[src/common/fpib_defs.svh]
`ifndef FPIB_DEFS_SVH
`define FPIB_DEFS_SVH

`define FPIB_ADDR_W          32
`define FPIB_DATA_W          32
`define FPIB_CACHE_BASE      32'h0800_0000
`define FPIB_CACHE_LAST      32'h080f_ffff
`define FPIB_NC_BASE         32'h0c00_0000
`define FPIB_NC_LAST         32'h0c0f_ffff
`define FPIB_ROM_BASE        32'h0000_0000
`define FPIB_ROM_LAST        32'h0000_3fff
`define FPIB_WORD_LSB        2
`define FPIB_DEF_ENTRIES     8

`endif

[src/common/fpib_pkg.sv]
package fpib_pkg;

  typedef enum logic [1:0]
  {
    FPIB_REG_OTHER  = 2'b00,
    FPIB_REG_CACHE  = 2'b01,
    FPIB_REG_NCACHE = 2'b10,
    FPIB_REG_ROM    = 2'b11
  } fpib_region_t;

  // Request from the core towards the buffer
  typedef struct packed
  {
    logic        valid;
    logic        isFetch;
    logic        write;
    logic [31:0] addr;
    logic [31:0] wdata;
  } fpib_req_t;

  // Answer back to the core
  typedef struct packed
  {
    logic        valid;
    logic        fromBuffer;
    logic [31:0] rdata;
  } fpib_rsp_t;

  typedef enum logic [1:0]
  {
    FPIB_IDLE = 2'b00,
    FPIB_MEM  = 2'b01,
    FPIB_HIT  = 2'b10
  } fpib_state_t;

endpackage : fpib_pkg

[src/hdl/fpib_region_decode.sv]
`timescale 1ns/10ps
`include "fpib_defs.svh"

module fpib_region_decode
  import fpib_pkg::*;
(
  input  wire logic [31:0] addr,
  output fpib_region_t     region
);

  always_comb
  begin
    if (addr >= `FPIB_CACHE_BASE && addr <= `FPIB_CACHE_LAST)
      region = FPIB_REG_CACHE;
    else if (addr >= `FPIB_NC_BASE && addr <= `FPIB_NC_LAST)
      region = FPIB_REG_NCACHE;
    else if (addr <= `FPIB_ROM_LAST)
      region = FPIB_REG_ROM;
    else
      region = FPIB_REG_OTHER;
  end

endmodule : fpib_region_decode

[src/hdl/flash_prefetch_instruction_buffer.sv]
`timescale 1ns/10ps
`include "fpib_defs.svh"

// Function
// - Fetches in the cacheable flash window are eligible for the buffer.
// - Fetches to the non-cacheable alias or ROM bypass the buffer.
// - A cacheable fetch that hits a valid entry is served without memory.
// - A cacheable hit right after a non-cacheable fetch returns true data.
// - Data reads and writes never use or alter the buffer.
// - Fetches to other regions such as SRAM never involve the buffer.
// - With instruction_buffer_bypass set, cacheable fetches go to memory.

module flash_prefetch_instruction_buffer
  import fpib_pkg::*;
#(
  parameter int ENTRIES = `FPIB_DEF_ENTRIES
)
(
  input  wire logic clk,
  input  wire logic rst_n,
  input  wire logic instructionBufferBypass,
  input  wire logic invalidate,
  input  fpib_req_t coreReq,
  output logic      coreReady,
  output fpib_rsp_t coreRsp,
  output fpib_req_t memReq,
  input  wire logic memReady,
  input  wire logic memRspValid,
  input  wire logic [31:0] memRdata
);

  localparam int IW = (ENTRIES > 1) ? $clog2(ENTRIES) : 1;
  localparam int TW = 32 - IW - `FPIB_WORD_LSB;

  // ----------------------------------------------------------------
  // Index and tag
  // ----------------------------------------------------------------
  function automatic logic [IW-1:0] idxOf(input logic [31:0] a);
    idxOf = a[`FPIB_WORD_LSB +: IW];
  endfunction : idxOf

  function automatic logic [TW-1:0] tagOf(input logic [31:0] a);
    tagOf = a[31 -: TW];
  endfunction : tagOf

  fpib_region_t reqRegion;

  fpib_region_decode u_dec
  (
    .addr   (coreReq.addr),
    .region (reqRegion)
  );

  // ----------------------------------------------------------------
  // Storage
  // ----------------------------------------------------------------
  logic [31:0]   dataMem  [ENTRIES];
  logic [TW-1:0] tagMem   [ENTRIES];
  logic [ENTRIES-1:0] validBits;
  logic [ENTRIES-1:0] next_validBits;

  fpib_state_t   state;
  fpib_state_t   next_state;
  logic [31:0]   pendAddr;
  logic [31:0]   next_pendAddr;
  logic          pendAlloc;
  logic          next_pendAlloc;
  fpib_req_t     next_memReq;
  fpib_rsp_t     next_coreRsp;
  logic          next_coreReady;
  logic          writeEntry;

  logic accept;
  logic cacheable;
  logic hit;

  assign accept    = coreReq.valid && coreReady;
  // Only instruction fetches qualify; data traffic never touches the array
  assign cacheable = coreReq.isFetch && !coreReq.write
                     && reqRegion == FPIB_REG_CACHE
                     && !instructionBufferBypass;
  assign hit = cacheable && validBits[idxOf(coreReq.addr)]
               && tagMem[idxOf(coreReq.addr)] == tagOf(coreReq.addr);

  // ----------------------------------------------------------------
  // Control
  // ----------------------------------------------------------------
  always_comb
  begin
    next_state     = state;
    next_pendAddr  = pendAddr;
    next_pendAlloc = pendAlloc;
    next_memReq    = memReq;
    next_coreRsp   = '0;
    next_coreReady = coreReady;
    next_validBits = validBits;
    writeEntry     = 1'b0;
    case (state)
      FPIB_IDLE:
      begin
        if (accept)
        begin
          next_coreReady = 1'b0;
          if (hit)
          begin
            // Data comes straight from the array, independent of the
            // region of the previous fetch, so no stale zero word leaks
            next_coreRsp.valid      = 1'b1;
            next_coreRsp.fromBuffer = 1'b1;
            next_coreRsp.rdata      = dataMem[idxOf(coreReq.addr)];
            next_state              = FPIB_HIT;
          end
          else
          begin
            next_memReq    = coreReq;
            next_pendAddr  = coreReq.addr;
            next_pendAlloc = cacheable;
            next_state     = FPIB_MEM;
          end
        end
      end
      FPIB_MEM:
      begin
        if (memReq.valid && memReady)
          next_memReq.valid = 1'b0;
        if (memRspValid && !(memReq.valid && !memReady))
        begin
          next_coreRsp.valid = 1'b1;
          next_coreRsp.rdata = memRdata;
          writeEntry         = pendAlloc;
          if (pendAlloc)
            next_validBits[idxOf(pendAddr)] = 1'b1;
          next_pendAlloc = 1'b0;
          next_coreReady = 1'b1;
          next_state     = FPIB_IDLE;
        end
      end
      FPIB_HIT:
      begin
        next_coreReady = 1'b1;
        next_state     = FPIB_IDLE;
      end
      default:
      begin
        next_state     = FPIB_IDLE;
        next_coreReady = 1'b1;
      end
    endcase
    if (invalidate)
      next_validBits = '0;
  end

  always_ff @(posedge clk or negedge rst_n)
  begin
    if (!rst_n)
    begin
      state     <= FPIB_IDLE;
      pendAddr  <= '0;
      pendAlloc <= 1'b0;
      memReq    <= '0;
      coreRsp   <= '0;
      coreReady <= 1'b1;
      validBits <= '0;
    end
    else
    begin
      state     <= next_state;
      pendAddr  <= next_pendAddr;
      pendAlloc <= next_pendAlloc;
      memReq    <= next_memReq;
      coreRsp   <= next_coreRsp;
      coreReady <= next_coreReady;
      validBits <= next_validBits;
    end
  end

  // ----------------------------------------------------------------
  // Array write, no reset needed since valid bits guard it
  // ----------------------------------------------------------------
  always_ff @(posedge clk)
  begin
    if (writeEntry)
    begin
      dataMem[idxOf(pendAddr)] <= memRdata;
      tagMem[idxOf(pendAddr)]  <= tagOf(pendAddr);
    end
  end

endmodule : flash_prefetch_instruction_buffer

[config.mk]
export PLATFORM = sky130hd
export DESIGN_NAME = flash_prefetch_instruction_buffer
export DESIGN_NICKNAME = d
export VERILOG_FILES = /design/src/common/fpib_pkg.sv /design/src/hdl/fpib_region_decode.sv /design/src/hdl/flash_prefetch_instruction_buffer.sv
export VERILOG_INCLUDE_DIRS = /design/src /design/src/common
export SDC_FILE = /design/constraint.sdc
export NUM_CORES = 1
export LEC_CHECK = 0
export ABC_AREA = 1
export BUFFER_PORTS_ARGS = -buffer_cell sky130_fd_sc_hd__buf_2
export CAP_MARGIN = 10
export CORE_MARGIN = 2
export CORE_UTILIZATION = 45
export CTS_BUF_LIST = sky130_fd_sc_hd__clkbuf_8
export DETAILED_ROUTE_END_ITERATION = 16
export GPL_TIMING_DRIVEN = 0
export PLACE_DENSITY_LB_ADDON = 0.3
export SLEW_MARGIN = 5
export SYNTH_ARGS = -nofsm -noshare
export SYNTH_HDL_FRONTEND = slang
export SYNTH_HIERARCHICAL = 1
export SYNTH_SLANG_ARGS = --single-unit
[constraint.sdc]
create_clock -name clk -period 3.8 [get_ports clk]
set_input_delay 0 -clock clk [delete_from_list [all_inputs] [get_ports clk]]
set_output_delay 0 -clock clk [all_outputs]
set_load 0.1 [all_outputs]
==> results of run 1 <==
synthesized netlist by cell type:
library cell / instances / area share
nand2_1: 676 / 0.11
edfxtp_1: 472 / 0.59
inv_1: 200 / 0.031
nand3_1: 180 / 0.038
nor2_1: 157 / 0.025
o21ai_0: 122 / 0.025
dfrtp_1: 112 / 0.12
clkbuf_1: 48 / 0.0075
a21oi_1: 34 / 0.0071
buf_2: 34 / 0.0071
a32o_1: 32 / 0.013
o22ai_1: 32 / 0.0084
o21ai_1: 30 / 0.0063
buf_1: 14 / 0.0022
buf_4: 12 / 0.0038
buf_6: 9 / 0.0042
nor2_2: 4 / 0.0010
o211ai_1: 3 / 0.00094
and2_1: 1 / 0.00026
dfstp_2: 1 / 0.0011
inv_2: 1 / 0.00016
inv_4: 1 / 0.00026
nand2_2: 1 / 0.00026
nand2_4: 1 / 0.00047
nand3_2: 1 / 0.00042
nand4_1: 1 / 0.00026
nor2_4: 1 / 0.00047
nor4_1: 1 / 0.00026
o21ba_2: 1 / 0.00042
xor2_1: 1 / 0.00037
stage by stage:
step	TNS [ns]	worst slack (ns)	area (µm²)	hold slack (ns)
after floorplan	-255.08	-0.713	24000	-0.296
after global placement	-1376.10	-3.48	25800	0.230
after detailed placement	0	0.429	26400	-0.00255
after CTS	0	0.0837	29300	0.0466
after global routing	0	0.157	29400	0.0941
final	0	0.367	29400	0.100
worst max path at each step:
stage	startpoint	end	slack, ns
2_1_floorplan	memReq[66]	dataMem[4][0]	-0.71
3_3_place_gp	state[1]	tagMem[5][25]	-3.48
3_5_place_dp	coreReq[36]	pendAddr[13]	0.43
4_1_cts	memReq[66]	dataMem[2][21]	0.08
5_1_grt	memReq[66]	tagMem[2][7]	0.16
6_report	memReq[66]	tagMem[2][7]	0.37
layer usage:
metal | vias to the layer above | GRT usage
met1 | 8694 | 0.326
met2 | 869 | 0.430
met5 | - | 0
li1 | 8224 | -
met4 | 2 | 0.103
met3 | 169 | 0.0431
worst register-to-register path, cell delays in order (launching register included):
cell and delay, ns:
dfrtp_1 0.40, nand2_1 0.07, nand2_1 0.05, dlygate4sd3_1 0.59, nor2_2 0.37, nand2_1 0.15
nor2_1 0.11, inv_1 0.16, nor2_4 0.70, buf_12 0.30, buf_12 0.22
final cells by class:
type	instances	area [µm²]
multi-input combinational	1279	5670
tap	688	861
sequential	585	17000
timing repair buffer	330	2600
fill	4461	23200
clock buffer	113	1560
clock inverter	67	327
antenna	2	5.00
inverter	202	761
buffer	117	594
cells by family after synthesis:
family	count (synthesis)	synth area share
compound gates	254	0.0619
xor+xnor	1	0.000366
buf+inv	319	0.0566
flops	585	0.710
simple gates	1024	0.172
power groups by stage:
stage,clock network (W),logic [W],registers (W)
final,0.00530,0.00494,0.00818
after detailed placement,0,0.00484,0.00829
after global placement,0,0.00476,0.00825
after floorplan,0,0.000922,0.0110
after global routing,0.00567,0.00513,0.00824
after CTS,0.00537,0.00494,0.00817
what timing repair did:
| item | CTS | global route |
|---|---|---|
| endpoints found under the setup margin | 0 | 52 |
| endpoints found under the hold margin | 476 | 0 |
| setup buffers | 0 | 2 |
| hold buffers | 104 | 0 |
| gates resized for setup | 0 | 1 |
flip-flops by register name, summed over array words and instances (netlist names):
register,count
coreReady,1
pendAlloc,1
memReq,35
coreRsp,34
state,2
tagMem,216
dataMem,256
validBits,8
pendAddr,32
==> results.ini, run 1 <==
[placement]
dp.final_hpwl_mm = 44.9
routabilityCongestion = 0.887
dp_cells = 3095
io_buffers = 203

[logic_synthesis]
syn_area_per_cell_um2 = 11.0
ys_seq_elements = 585
syn_inst = 2183
syn_area_mm2 = 0.0240
synthDistinctLibCells = 30
synthesis.nets = 2288
yosys_warnings = 6
ys_seq_area_frac = 0.710

[critical_path]
slowest_delay_ns = 0.70
start_kind = register
r2r_cells = 10
crit_buf_inv = 4
crit_top_cell = nand2_1
critical_path_peak_fanout = 22
path_cells = nand2_1 > nand2_1 > dlygate4sd3_1 > nor2_2 > nand2_1 > nor2_1 > inv_1 > nor2_4 > buf_12 > buf_12
path_class = reg2reg
critPathCaptureType = register
regToRegSetupSlack_ns = 0.37
cp_slowest_cell = nor2_4
rr_endpoint = tagMem[2][7]
worstPathRequired_ns = 4.17
worstReg2RegStart = memReq[66]
cp.depth = 10
critPathTopFamily = simple AND/OR/NAND/NOR gates
worstPathArrival_ns = 3.80

[sta]
fin_skew_ns = 0.0402
period_share = 0.904
rsz0062_at_grt = false
worst_pin_slew_ns = 0.967
hold_viol_final = 0
finalSetupViolations = 0
fmax_mhz = 291
finalCriticalPeriod_ns = 3.43
slew_viol_final = 0
slew_headroom = 0.355

[min_path]
min_from = coreReq[13]
min_delay_path_depth = 4
hold_path_class = in2reg
holdPathEnd = memReq[13]

[layout]
nets = 2716
drive_gt1_frac = 0.159
fin_util = 0.559
final_cell_mix = nand2_1 (676), edfxtp_1 (472), buf_2 (236), inv_1 (235), nand3_1 (180)
layout.cells.non_filler = 3383
synthToLayoutAreaGrowth_pct = 22.6
final_common_cell = nand2_1

[pwr]
p_switching_w = 0.00716
pwr-share-clk = 0.288
cellPowerDensity_mw_per_mm2 = 627
cellLeakagePower_nw = 12.5
p_int_w = 0.0113
p_comb_frac = 0.268
p_sw_frac = 0.388
finalPower_w = 0.0184
irDropWorstVdd_mv = 0.453
p_seq_frac = 0.444

[clocking]
cts.sinks = 585
cts_buffer_depth = 3
h-tree-depth = 3
cts_buffers = 96
cts-root-buf = clkbuf_8
clkLatencyLatePin_ns = 0.69
path_clk_slew_ns = 0.06
cts_tree = yes

[global_routing]
antenna_found_initial = 3
gr-usage-all-layers = 0.254
grt_pass1_wl_mm = 106
grt_pass1_vias = 17828
grt_start_max_net_pins = 69
overflow = 0

[status]
status = finished clean

[routing]
post_drt_wl_per_cell_um = 20.8
wl_met1_mm = 27.9
via_per_inst = 5.31
vias = 17958
top_layer_used = met5
drt_iter0_drc = 1973
wl_met2_mm = 34.6
ant_nets = 0
dr.pass1.iters = 6
drc = 0
drt_wl_total_mm = 70.5
wl_met3_mm = 5.57

[floorplan]
die-area_mm2 = 0.0551
coreArea_mm2 = 0.0526
start_util = 0.456
die_w_um = 235
die_h_um = 235
pin_count = 207
rows = 84

[job]
drv_cap = 0

Note: power is estimated with default switching activity, not from simulation.
==> run 2, diff against run 1 <==
--- a/config.mk
+++ b/config.mk
@@ -7,7 +7,7 @@
 export NUM_CORES = 1
 export LEC_CHECK = 0
 export ABC_AREA = 1
-export BUFFER_PORTS_ARGS = -buffer_cell sky130_fd_sc_hd__buf_2
+export BUFFER_PORTS_ARGS = -buffer_cell sky130_fd_sc_hd__buf_4
 export CAP_MARGIN = 10
 export CORE_MARGIN = 2
 export CORE_UTILIZATION = 45
==> run 2 against run 1 <==
Sequential cell count unchanged; critical path type unchanged; routed wire length increased by 0.70%; largest cell class unchanged; cell count about the same; global-route usage about the same; core utilization increased by 0.81 points; maximum frequency decreased by 2.6%; critical endpoint is now dataMem[6][7]; combinational power increased by 5.7%; clock power about the same; clock skew decreased by 0.0034 ns.
==> results.ini, run 2 (same netlist as run 1, synthesis figures left out) <==
[layout]
final_cell_mix = nand2_1 (676), edfxtp_1 (472), inv_1 (236), buf_4 (214), nand3_1 (180)
final_area_mm2 = 0.0298  ; +1.4%
synthToLayoutAreaGrowth_pct = 24.3
largest_register_ffs = 256  ; unchanged
drive_gt1_frac = 0.160  ; +0.000921
reg_top3 = dataMem: 256 flops, tagMem: 216 flops, memReq: 35 flops
largest-register = dataMem
nets = 2715  ; -0.037%
final_common_cell = nand2_1

[sta]
finalSetupViolations = 0  ; unchanged
period_share = 0.928  ; +0.0244
slew_viol_final = 0  ; unchanged
worst_pin_slew_ns = 0.971  ; +0.00382 ns
finalCriticalPeriod_ns = 3.53  ; +0.0929 ns
fin_skew_ns = 0.0368  ; -0.00340 ns
slew_headroom = 0.351  ; -0.00408
holdWs_ns = 0.114  ; +0.0142 ns
rsz0062_at_grt = false
hold_viol_final = 0  ; unchanged
fmax_mhz = 284  ; -2.6%

[critical_path]
crit_buf_inv = 4  ; unchanged
cp-startpoint = memReq[66]
critical_path_peak_fanout = 23  ; +4.5%
cp_slowest_cell = nor2_4
critPathTopFamily = simple AND/OR/NAND/NOR gates
path_cells = nand2_1 > nand2_1 > dlygate4sd3_1 > nor2_2 > nand2_1 > nor2_1 > inv_1 > nor2_4 > buf_12 > buf_12
critPathCaptureType = register
path_class = reg2reg
slowest_delay_ns = 0.74  ; +0.04 ns
worstPathArrival_ns = 3.87  ; +0.07 ns
regToRegSetupSlack_ns = 0.27  ; -0.09 ns
cp.depth = 10  ; unchanged
rr_endpoint = dataMem[6][7]
crit_top_cell = nand2_1
worstReg2RegStart = memReq[66]
r2r_cells = 10  ; unchanged
start_kind = register
worstPathRequired_ns = 4.14  ; -0.03 ns

[min_path]
min_delay_path_depth = 4  ; unchanged
hold_path_class = in2reg
holdPathEnd = memReq[30]
min_from = coreReq[30]

[routing]
drt_iter0_drc = 2053  ; +4.1%
drc = 0  ; unchanged
post_drt_wl_per_cell_um = 21.0  ; +0.76%
via_per_inst = 5.36  ; +1.0%
vias = 18129  ; +0.95%
drt_wl_total_mm = 71.0  ; +0.70%
ant_nets = 0  ; unchanged
dr.pass1.iters = 6  ; unchanged

[pwr]
p_seq_frac = 0.439  ; -0.005
p_sw_frac = 0.386  ; -0.00205
p_int_w = 0.0115  ; +1.8%
pwr-share-clk = 0.282  ; -0.006
finalPower_w = 0.0187  ; +1.5%
irDropWorstVdd_mv = 0.356  ; -21%
p_switching_w = 0.00723  ; +0.97%
p_comb_frac = 0.279  ; +0.011
cellLeakagePower_nw = 12.6  ; +0.69%
cellPowerDensity_mw_per_mm2 = 628  ; about the same

[floorplan]
pin_count = 207  ; unchanged
start_util = 0.456  ; unchanged
die_h_um = 235  ; unchanged
die-area_mm2 = 0.0551  ; unchanged
rows = 84  ; unchanged
coreArea_mm2 = 0.0526  ; unchanged
die_w_um = 235  ; unchanged

[clocking]
h-tree-depth = 3  ; unchanged
cts_tree = yes
cts.sinks = 585  ; unchanged
cts_buffers = 97  ; +1.0%
cts_setup_buffers = 0  ; unchanged
path_clk_slew_ns = 0.06  ; about the same
cts_buffer_depth = 3  ; unchanged
clkLatencyLatePin_ns = 0.68  ; about the same
cts-root-buf = clkbuf_8

[placement]
io_buffers = 203  ; unchanged
dp.final_hpwl_mm = 44.8  ; -0.28%
routabilityCongestion = 0.872  ; -1.7%
placed_cell_area_mm2 = 0.0269  ; +1.7%

[job]
drv_cap = 0  ; unchanged

[global_routing]
antenna_found_initial = 4  ; +1
grt_pass1_wl_mm = 107  ; +0.50%
gr-usage-all-layers = 0.254  ; about the same
grt_pass1_vias = 18112  ; +1.6%
overflow = 0  ; unchanged
grt_start_max_net_pins = 61  ; -12%

[status]
status = finished clean

run 2: power groups by stage:
stage               registers, W  logic [W]  clock network (W)
floorplan                 0.0110   0.000922                  0
global placement         0.00828    0.00502                  0
detailed placement       0.00832    0.00510                  0
CTS                      0.00819    0.00520            0.00533
global route             0.00827    0.00542            0.00564
finish                   0.00820    0.00522            0.00528
run 2: worst reg2reg max path, cell delays in order (launching register included):
cell and delay, ns:
dfrtp_1 0.41, nand2_1 0.10, nand2_1 0.05, dlygate4sd3_1 0.59, nor2_2 0.35, nand2_1 0.15, nor2_1 0.11, inv_1 0.16
nor2_4 0.74, buf_12 0.29, buf_12 0.23
run 2: what timing repair did:
action / CTS / global route
setup endpoints to repair: 0 / 61
hold buffers: 104 / 0
resized for setup: 0 / 1
endpoints found under the hold margin: 477 / 0
run 2: final cells by class:
type	count	area [µm²]
clock inverters	65	297
repair buffers	327	3030
diodes	3	7.51
inverters	202	761
flip-flops and latches	585	17000
clock buffers	114	1570
plain buffers	117	594
well taps	688	861
multi-input cells	1280	5670
fillers	4475	22800
run 2: worst max path at each step:
stage                                end  slack, ns
after floorplan            dataMem[4][0]      -0.71
after global placement     tagMem[5][25]      -3.59
after detailed placement    pendAddr[21]       0.59
after CTS                 dataMem[4][11]       0.11
after global routing       dataMem[6][7]       0.14
final                      dataMem[6][7]       0.27
run 2: routing by layer:
metal  track usage  part of all wire
met1         0.324              0.39
met2         0.427              0.49
met3        0.0517             0.092
met4         0.100             0.031
met5             0           0.00015
run 2: stage by stage:
step	utilization	worst slack (ns)	setup TNS, ns	std cells
6_report	0.567	0.274	0	3381
5_1_grt	0.567	0.138	0	3381
4_1_cts	0.567	0.107	0	3377
3_5_place_dp	0.511	0.591	0	3094
3_3_place_gp	0.501	-3.59	-1393.07	3074
2_1_floorplan	-	-0.713	-255.08	2183
